===== config.mk =====
export PLATFORM = sky130hd
export DESIGN_NAME = rtcf_flags
export DESIGN_NICKNAME = d
export VERILOG_FILES = /design/src/pkg/rtcf_pkg.sv /design/src/pkg/rtcf_evt_if.sv /design/src/hw/rtcf_alarm_cmp.sv /design/src/hw/rtcf_flags.sv /design/src/hw/rtcf_sync.sv
export SDC_FILE = /design/constraint.sdc
export NUM_CORES = 1
export LEC_CHECK = 0
export BUFFER_PORTS_ARGS = -buffer_cell sky130_fd_sc_hd__buf_2
export CAP_MARGIN = 20
export CORE_UTILIZATION = 25
export CTS_CLUSTER_DIAMETER = 60
export DETAILED_ROUTE_END_ITERATION = 12
export GPL_ROUTABILITY_DRIVEN = 1
export GPL_TIMING_DRIVEN = 0
export RECOVER_POWER = 25
export SYNTH_ARGS = -nofsm -noshare
export SYNTH_HDL_FRONTEND = slang
export SYNTH_SLANG_ARGS = --single-unit
export TNS_END_PERCENT = 5

===== constraint.sdc =====
create_clock -name hclk -period 2.6 [get_ports hclk]
set_clock_uncertainty 0.1 [all_clocks]
set_input_delay 0.39 -clock hclk [delete_from_list [all_inputs] [get_ports hclk]]
set_output_delay 0.39 -clock hclk [all_outputs]
set_load 0.005 [all_outputs]

===== src/pkg/rtcf_pkg.sv =====
// constants shared by the rtc flags and control register block
package rtcf_pkg;

   // ---------------------------------------------------------------
   // register map
   // ---------------------------------------------------------------
   localparam logic [7:0]  ADDR_FLAGS   = 8'h00;
   localparam logic [7:0]  FLAGS_RESET  = 8'h00;

   // ---------------------------------------------------------------
   // flag and control bit positions
   // ---------------------------------------------------------------
   localparam int BIT_WDF  = 7;
   localparam int BIT_AF   = 6;
   localparam int BIT_PF   = 5;
   localparam int BIT_OSCILLATOR_FAIL_FLAG = 4;
   localparam int BIT_CAL  = 2;
   localparam int BIT_W    = 1;
   localparam int BIT_R    = 0;

   // ---------------------------------------------------------------
   // ahb-lite encodings
   // ---------------------------------------------------------------
   localparam logic [1:0] HTRANS_IDLE   = 2'h0;
   localparam logic [1:0] HTRANS_NONSEQ = 2'h2;
   localparam logic       HRESP_OKAY    = 1'b0;

   // ---------------------------------------------------------------
   // timing
   // ---------------------------------------------------------------
   localparam longint CLK_HZ        = 200_000_000;
   localparam longint SQW_HZ        = 512;
   // half period rounds down so the wave is never slower than asked
   localparam longint SQW_HALF_CYC  = CLK_HZ / (2 * SQW_HZ);
   localparam int     SQW_CNT_W     = $clog2(SQW_HALF_CYC + 1);
   // cycles after reset release before the oscillator pin is trusted
   localparam logic [2:0] BOOT_CYC  = 3'h5;

   // ---------------------------------------------------------------
   // synchroniser inputs
   // ---------------------------------------------------------------
   localparam int SYNC_PFAIL = 0;
   localparam int SYNC_OSC   = 1;
   localparam int SYNC_W     = 2;

endpackage

===== src/pkg/rtcf_evt_if.sv =====
// event levels passed from the helper modules to the flags register
`timescale 1ns/1ps
interface rtcf_evt_if;
   logic pfail_lvl;
   logic osc_stop_lvl;
   logic alarm_match;

   modport sync_src (output pfail_lvl, output osc_stop_lvl);
   modport alm_src  (output alarm_match);
   modport sink     (input pfail_lvl, input osc_stop_lvl,
                     input alarm_match);
endinterface


===== src/hw/rtcf_alarm_cmp.sv =====
// alarm comparator: current time against the enabled alarm fields
`timescale 1ns/1ps
module rtcf_alarm_cmp
   import rtcf_pkg::*;
#(
   parameter int FIELDS = 4
)
(
   input  wire logic                hclk,
   input  wire logic                hresetn,
   input  wire logic [8*FIELDS-1:0] time_now,
   input  wire logic [8*FIELDS-1:0] alarm_cfg,
   rtcf_evt_if.alm_src              evt
);

   typedef struct packed {
      logic match;
   } rtcf_alm_st_t;

   rtcf_alm_st_t      st_r;
   rtcf_alm_st_t      st_nxt;
   logic [FIELDS-1:0] fld_ok;

   // bit 7 of each alarm byte set means that field is ignored
   genvar i;
   generate
      for (i = 0; i < FIELDS; i++) begin : g_fld
         assign fld_ok[i] = alarm_cfg[8*i+7] |
            (alarm_cfg[8*i+6 -: 7] == time_now[8*i+6 -: 7]);
      end
   endgenerate

   always_comb begin
      st_nxt       = st_r;
      // all fields masked would match forever: treat as disabled
      st_nxt.match = (&fld_ok) & ~(&alarm_cfg[8*FIELDS-1 -: 1] &
                     alarm_cfg[7] & alarm_cfg[15] & alarm_cfg[23]);
   end

   always_ff @(posedge hclk or negedge hresetn) begin
      if (!hresetn) begin
         st_r <= '0;
      end else begin
         st_r <= st_nxt;
      end
   end

   assign evt.alarm_match = st_r.match;

endmodule


===== src/hw/rtcf_flags.sv =====
// flags and control register of the rtc, ahb-lite slave
`timescale 1ns/1ps
module rtcf_flags
   import rtcf_pkg::*;
#(
   parameter longint SQW_HALF = SQW_HALF_CYC
)
(
   input  wire logic        hclk,
   input  wire logic        hresetn,
   // ahb-lite slave
   input  wire logic        hsel,
   input  wire logic [31:0] haddr,
   input  wire logic [1:0]  htrans,
   input  wire logic        hwrite,
   input  wire logic [2:0]  hsize,
   input  wire logic [31:0] hwdata,
   input  wire logic        hready,
   output logic             hreadyout,
   output logic             hresp,
   output logic [31:0]      hrdata,
   // event sources
   input  wire logic        wdog_zero,
   input  wire logic [31:0] time_now,
   input  wire logic [31:0] alarm_cfg,
   input  wire logic        pfail_pin,
   input  wire logic        osc_stopped_pin,
   // interrupt pin and hold controls
   input  wire logic        int_normal,
   output logic             int_pin,
   output logic             write_hold,
   output logic             read_hold,
   output logic             hold_load
);

   // ---------------------------------------------------------------
   // state
   // ---------------------------------------------------------------
   typedef struct packed {
      logic                 dph_wr;
      logic [31:0]          rdata;
      logic                 watchdog_expired_flag;
      logic                 af;
      logic                 pf;
      logic                 oscillator_fail_flag;
      logic                 cal;
      logic                 whold;
      logic                 rhold;
      logic                 pend_wdf;
      logic                 pend_af;
      logic                 pend_pf;
      logic                 match_d;
      logic                 pfail_d;
      logic [2:0]           boot_cnt;
      logic                 boot_done;
      logic [SQW_CNT_W-1:0] sq_cnt;
      logic                 sqw;
      logic                 int_out;
      logic                 load;
   } rtcf_st_t;

   rtcf_st_t st_r;
   rtcf_st_t st_nxt;

   rtcf_evt_if evt ();

   localparam logic [SQW_CNT_W-1:0] SQW_LAST =
      SQW_CNT_W'(SQW_HALF - 1);

   // ---------------------------------------------------------------
   // helpers
   // ---------------------------------------------------------------
   rtcf_sync u_sync (
      .hclk            (hclk),
      .hresetn         (hresetn),
      .pfail_pin       (pfail_pin),
      .osc_stopped_pin (osc_stopped_pin),
      .evt             (evt.sync_src)
   );

   rtcf_alarm_cmp #(
      .FIELDS (4)
   ) u_alarm (
      .hclk      (hclk),
      .hresetn   (hresetn),
      .time_now  (time_now),
      .alarm_cfg (alarm_cfg),
      .evt       (evt.alm_src)
   );

   // ---------------------------------------------------------------
   // bus decode
   // ---------------------------------------------------------------
   logic       aph;
   logic       aph_hit;
   logic       rd_hit;
   logic       wr_hit;
   logic       ev_wdf;
   logic       ev_af;
   logic       ev_pf;
   logic       set_wdf;
   logic       set_af;
   logic       set_pf;
   logic       set_oscillator_fail_flag;
   logic [7:0] flags_byte;

   assign aph     = hsel & hready & htrans[1];
   assign aph_hit = aph & (haddr[7:0] == ADDR_FLAGS);
   assign rd_hit  = aph_hit & ~hwrite;
   assign wr_hit  = st_r.dph_wr & hready;

   // ---------------------------------------------------------------
   // events
   // ---------------------------------------------------------------
   assign ev_wdf = wdog_zero;
   assign ev_af  = evt.alarm_match & ~st_r.match_d;
   assign ev_pf  = evt.pfail_lvl & ~st_r.pfail_d;

   // while write hold is set new events wait in pending bits, so
   // software loading the registers does not race the hardware
   assign set_wdf = st_r.whold ? 1'b0 : (ev_wdf | st_r.pend_wdf);
   assign set_af  = st_r.whold ? 1'b0 : (ev_af | st_r.pend_af);
   assign set_pf  = st_r.whold ? 1'b0 : (ev_pf | st_r.pend_pf);

   // oscillator pin is judged once, after the synchroniser settled
   assign set_oscillator_fail_flag = ~st_r.boot_done &
                     (st_r.boot_cnt == BOOT_CYC) &
                     evt.osc_stop_lvl;

   always_comb begin
      flags_byte           = FLAGS_RESET;
      flags_byte[BIT_WDF]  = st_r.watchdog_expired_flag;
      flags_byte[BIT_AF]   = st_r.af;
      flags_byte[BIT_PF]   = st_r.pf;
      flags_byte[BIT_OSCILLATOR_FAIL_FLAG] = st_r.oscillator_fail_flag;
      flags_byte[BIT_CAL]  = st_r.cal;
      flags_byte[BIT_W]    = st_r.whold;
      flags_byte[BIT_R]    = st_r.rhold;
   end

   // ---------------------------------------------------------------
   // next state
   // ---------------------------------------------------------------
   always_comb begin
      st_nxt         = st_r;
      st_nxt.dph_wr  = aph_hit & hwrite;
      st_nxt.match_d = evt.alarm_match;
      st_nxt.pfail_d = evt.pfail_lvl;
      st_nxt.load    = 1'b0;

      // read data captured before the clear takes effect
      if (aph & ~hwrite) begin
         st_nxt.rdata = rd_hit ? {24'h0000_00, flags_byte}
                               : 32'h0000_0000;
      end

      // clear on read first, so a set in the same cycle wins
      if (rd_hit) begin
         st_nxt.watchdog_expired_flag = 1'b0;
         st_nxt.af  = 1'b0;
         st_nxt.pf  = 1'b0;
      end

      if (st_r.whold) begin
         st_nxt.pend_wdf = st_r.pend_wdf | ev_wdf;
         st_nxt.pend_af  = st_r.pend_af | ev_af;
         st_nxt.pend_pf  = st_r.pend_pf | ev_pf;
      end else begin
         st_nxt.pend_wdf = 1'b0;
         st_nxt.pend_af  = 1'b0;
         st_nxt.pend_pf  = 1'b0;
      end

      if (wr_hit) begin
         st_nxt.cal   = hwdata[BIT_CAL];
         st_nxt.whold = hwdata[BIT_W];
         st_nxt.rhold = hwdata[BIT_R];
         // software may only clear the oscillator flag
         if (!hwdata[BIT_OSCILLATOR_FAIL_FLAG]) begin
            st_nxt.oscillator_fail_flag = 1'b0;
         end
         if (st_r.whold && !hwdata[BIT_W]) begin
            st_nxt.load = 1'b1;
         end
      end

      if (set_wdf) begin
         st_nxt.watchdog_expired_flag = 1'b1;
      end
      if (set_af) begin
         st_nxt.af = 1'b1;
      end
      if (set_pf) begin
         st_nxt.pf = 1'b1;
      end
      if (set_oscillator_fail_flag) begin
         st_nxt.oscillator_fail_flag = 1'b1;
      end

      // power-up check of the oscillator
      if (!st_r.boot_done) begin
         if (st_r.boot_cnt == BOOT_CYC) begin
            st_nxt.boot_done = 1'b1;
         end else begin
            st_nxt.boot_cnt = st_r.boot_cnt + 3'h1;
         end
      end

      // calibration square wave, reset whenever it is off
      if (!st_r.cal) begin
         st_nxt.sq_cnt = '0;
         st_nxt.sqw    = 1'b0;
      end else if (st_r.sq_cnt == SQW_LAST) begin
         st_nxt.sq_cnt = '0;
         st_nxt.sqw    = ~st_r.sqw;
      end else begin
         st_nxt.sq_cnt = st_r.sq_cnt + SQW_CNT_W'(1);
      end

      // the pin returns to its normal job as soon as cal drops
      st_nxt.int_out = st_r.cal ? st_r.sqw : int_normal;
   end

   // ---------------------------------------------------------------
   // registers
   // ---------------------------------------------------------------
   always_ff @(posedge hclk or negedge hresetn) begin
      if (!hresetn) begin
         st_r <= '0;
      end else begin
         st_r <= st_nxt;
      end
   end

   // ---------------------------------------------------------------
   // outputs
   // ---------------------------------------------------------------
   // zero wait states: the read word is registered at the address
   // phase edge and stands through the data phase
   assign hreadyout  = 1'b1;
   assign hresp      = HRESP_OKAY;
   assign hrdata     = st_r.rdata;
   assign int_pin    = st_r.int_out;
   assign write_hold = st_r.whold;
   assign read_hold  = st_r.rhold;
   assign hold_load  = st_r.load;

endmodule


===== src/hw/rtcf_sync.sv =====
// three-stage synchroniser for the pin inputs of the flags block
`timescale 1ns/1ps
module rtcf_sync
   import rtcf_pkg::*;
(
   input  wire logic                hclk,
   input  wire logic                hresetn,
   input  wire logic                pfail_pin,
   input  wire logic                osc_stopped_pin,
   rtcf_evt_if.sync_src             evt
);

   typedef struct packed {
      logic [SYNC_W-1:0] s1;
      logic [SYNC_W-1:0] s2;
      logic [SYNC_W-1:0] s3;
      logic [SYNC_W-1:0] lvl;
   } rtcf_sync_st_t;

   rtcf_sync_st_t st_r;
   rtcf_sync_st_t st_nxt;
   logic [SYNC_W-1:0] pins;
   logic [SYNC_W-1:0] lvl_nxt;

   assign pins = {osc_stopped_pin, pfail_pin};

   // ---------------------------------------------------------------
   // next state
   // ---------------------------------------------------------------
   always_comb begin
      st_nxt    = st_r;
      st_nxt.s1 = pins;
      st_nxt.s2 = st_r.s1;
      st_nxt.s3 = st_r.s2;
      st_nxt.lvl = lvl_nxt;
   end

   // a level changes only once stages two and three agree
   genvar i;
   generate
      for (i = 0; i < SYNC_W; i++) begin : g_lvl
         // one driver for the state copy: the loop only feeds a net
         assign lvl_nxt[i] = (st_r.s2[i] == st_r.s3[i]) ? st_r.s3[i]
                                                        : st_r.lvl[i];
      end
   endgenerate

   always_ff @(posedge hclk or negedge hresetn) begin
      if (!hresetn) begin
         st_r <= '0;
      end else begin
         st_r <= st_nxt;
      end
   end

   assign evt.pfail_lvl    = st_r.lvl[SYNC_PFAIL];
   assign evt.osc_stop_lvl = st_r.lvl[SYNC_OSC];

endmodule


==> qor.yml <==
layout:
  layout_area_growth_over_synthesis_pct: 31.3
  antenna_cells: 0
  final_util_pct: 33.7
  finish.cell_count_without_fillers: 521
  layout.nets: 525
  final_cell_area_um2: 3630
  drive_above_1_share_pct: 38.3
clock_network:
  insertion_delay_ns: 0.31
  clk_root_buffer_cell: "clkbuf_8"
  clk_transition_reported_paths_ns: 0.09
  max-clock-path-buffers: 2
  cts_inserted_buffers: 5
  tritoncts: "yes"
  clkSinkCount: 54
  htreeDepth: 2
worst_setup_path:
  arrival_ns: 2.02
  critical_path.max_stage_delay_ns: 0.40
  rrSetupSlack_ns: 0.67
  critical_path_peak_fanout: 10
  crit_path_end_kind: "register"
  path_cells: "ha_1 > and4_1 > buf_4 > nand3_1 > o21ai_4 > buf_6 > nor2_1"
  cpMaxStageDelayCell: "dfrtp_1"
  r2r.worst_path.cells: 7
  data_required_critical_path_ns: 2.70
  setup.worst_path.start_class: "register"
  crit_path_start: "st_r[3]$_DFF_PN0_"
  timing.rr.start: "st_r[3]$_DFF_PN0_"
  reg2reg_to: "st_r[14]$_DFF_PN0_"
  worstSetupPathType: "reg2reg"
power_and_ir_drop:
  ir_drop_v: 0.000201
  cellLeakagePower_nw: 1.79
  pwr-share-clk_pct: 34.8
  sequentialPowerShare_pct: 53.7
  power-per-cell-area_nw_per_um2: 439
  switching_share_pct: 22.3
  power_report.internal_total_mw: 1.24
  totalPowerFinal_mw: 1.59
  comb_pwr_share_pct: 11.4
  net_sw_power_mw: 0.356
yosys:
  ys_types: 34
  post_synth_instance_area_um2: 2770
  yosys.area_share.xor_xnor_pct: 13.3
  post-synth-top-count-cell: "dfrtp_1"
  synth.area.mux_share_pct: 1.63
  yosys.area_share.simple_pct: 14.5
  syn-instance-count: 254
  fraction_of_registers_with_async_set_reset_pct: 100
  synth_seq_cells: 54
  synth-edff-count: 0
  synth-main-ff-cell: "dfrtp_1"
  yosys.area_share.adder_pct: 2.08
  synth_top_area_cell: "dfrtp_1"
  yosysWarningCount: 0
  post-synth-top-area-fraction_pct: 48.8
  dominant_combinational_cell_family_by_area_after_synthesis: "simple AND/OR/NAND/NOR gates"
  synth_compound_area_share_pct: 7.64
  netlist_top_cells_area: "dfrtp_1, xor2_1, buf_4, xnor2_1, nor2_1"
  seq_area_frac_synth_pct: 48.8
  postSynthAreaPerCell_um2: 10.9
  synth_common_cells: "dfrtp_1, buf_4, xor2_1"
timing:
  timing.final.ws_setup_ns: 0.672
  grt_setup_unrepaired: "no"
  period_share_pct: 74.2
  timing.fmax_mhz: 519
  totalNegativeSetupSlack_ns: 0
  tightest_slew_ns: 1.24
  max_slew_margin_pct: 17.6
  finalMaxSlewViolations: 0
  final.hold.worst_slack_ns: 0.0908
  timing.final.crit_period_ns: 1.93
  finalHoldViolations: 0
  finalSetupViolations: 0
min_path:
  timing.hold.worst.class: "in2reg"
  hold_path.startpoint: "osc_stopped_pin"
  worstHoldEndpoint: "u_sync.st_nxt[5]$_DFF_PN0_"
  hold-path-cell-count: 1
global_route:
  grt_antenna_before_repair: 0
  grt_first_pass_wirelength_mm: 9.14
  grt_pass1_vias: 2076
  grt_use_total_pct: 10.1
  grt_max_degree: 34
  grt_overflow: 0
status:
  run_status: "finished, final reports clean"
die:
  chipHeight_um: 107
  design.portCount: 180
  floorplan.die.width_um: 107
  start_util_pct: 25.7
  core-area_um2: 10800
  die_area_um2: 11500
  row_count: 38
place:
  detailedPlacementHpwl_mm: 4.40
  gp_congestion: 0.729
  dp_slack_ns: 0.608
  number_of_instances_in_the_placed_design: 512
  port_buffers: 92
  placed_cell_area_um2: 3520
detailed_routing:
  wl_mm: 5.57
  postRouteAntennaNets: 0
  via_count: 2118
  drt-pass1-iter-count: 4
  detail_route.wl_per_cell_um: 10.7
  drcViolationCount: 0
  drc_violation_total_after_the_first_tritonroute_iteration: 43
  vias_per_cell: 4.07
job:
  timing.max_cap.violations: 0
-- cell usage in the layout, fill, tap and decap left out, drive strengths merged, types with 8 or more instances in the layout --
cell   instances
a21oi          8
nand3         11
dfrtp         54
buf          130
nor4           9
xnor2         11
inv            8
conb          27
nor2          18
xor2          31
-- critical path, delay by kind of cell, from the launching register on --
family	cells	cell delay (ns)
and+or+nand+nor	3	0.42
AOI/OAI and AO/OA	1	0.34
DFF	1	0.40
adders and majority gates	1	0.22
buffers and inverters	2	0.35
-- how the worst max path moves through the flow --
stage,endpoint,slack (ns),cells past startpoint
after floorplan,st_r[12]$_DFF_PN0_,0.91,7
after global placement,flags_byte[6]$_DFFE_PN0P_,0.58,4
after detailed placement,u_alarm.evt.alarm_match$_DFF_PN0_,0.61,5
after CTS,st_r[11]$_DFF_PN0_,0.65,7
after global routing,st_r[11]$_DFF_PN0_,0.53,7
final,st_r[14]$_DFF_PN0_,0.67,7
-- per-layer routing --
metal  up-vias  track usage (%)  wire length (um)
li1       1060                -                 -
met1       954             11.6              2280
met2        99             18.1              2790
met3         5             2.07               400
met4         0             4.40                99
met5         -                0                 0
-- sequential cells by signal (all words and copies together) (netlist names) --
name and cells:
hrdata 7, int_pin 1, u_sync.evt.pfail_lvl 1, read_hold 1, u_sync.evt.osc_stop_lvl 1, u_alarm.evt.alarm_match 1
st_r 29, u_sync.st_nxt 4, write_hold 1, flags_byte 5, hold_load 1, u_sync.st_r 2
-- power by group through the flow --
stage	combinational, mW	clock [mW]	sequential [mW]
final	0.182	0.555	0.857
after global routing	0.204	0.610	0.859
after CTS	0.185	0.575	0.857
after detailed placement	0.184	0	0.874
after global placement	0.177	0	0.873
after floorplan	0.0835	0	0.872
-- logic make-up after synthesis --
family / count (synthesis)
simple gates: 70
flops: 54
buf+inv: 47
xor+xnor: 42
compound gates: 30
fa+ha+maj: 5
mux: 4
other cells: 2
-- timing repair --
item                      CTS  global route
setup buffers               0             0
hold buffers                1             0
hold endpoints to repair   21             0
resized for setup           0             0
-- area by class of cell --
class | count | area, um^2
well taps | 140 | 175
inverters | 8 | 30.0
repair buffers | 94 | 488
plain buffers | 39 | 298
clock inverters | 3 | 40.0
flip-flops and latches | 54 | 1350
clock buffers | 5 | 68.8
fillers | 1088 | 7160
multi-input cells | 178 | 1180
Note: power is estimated with default switching activity, not from simulation.
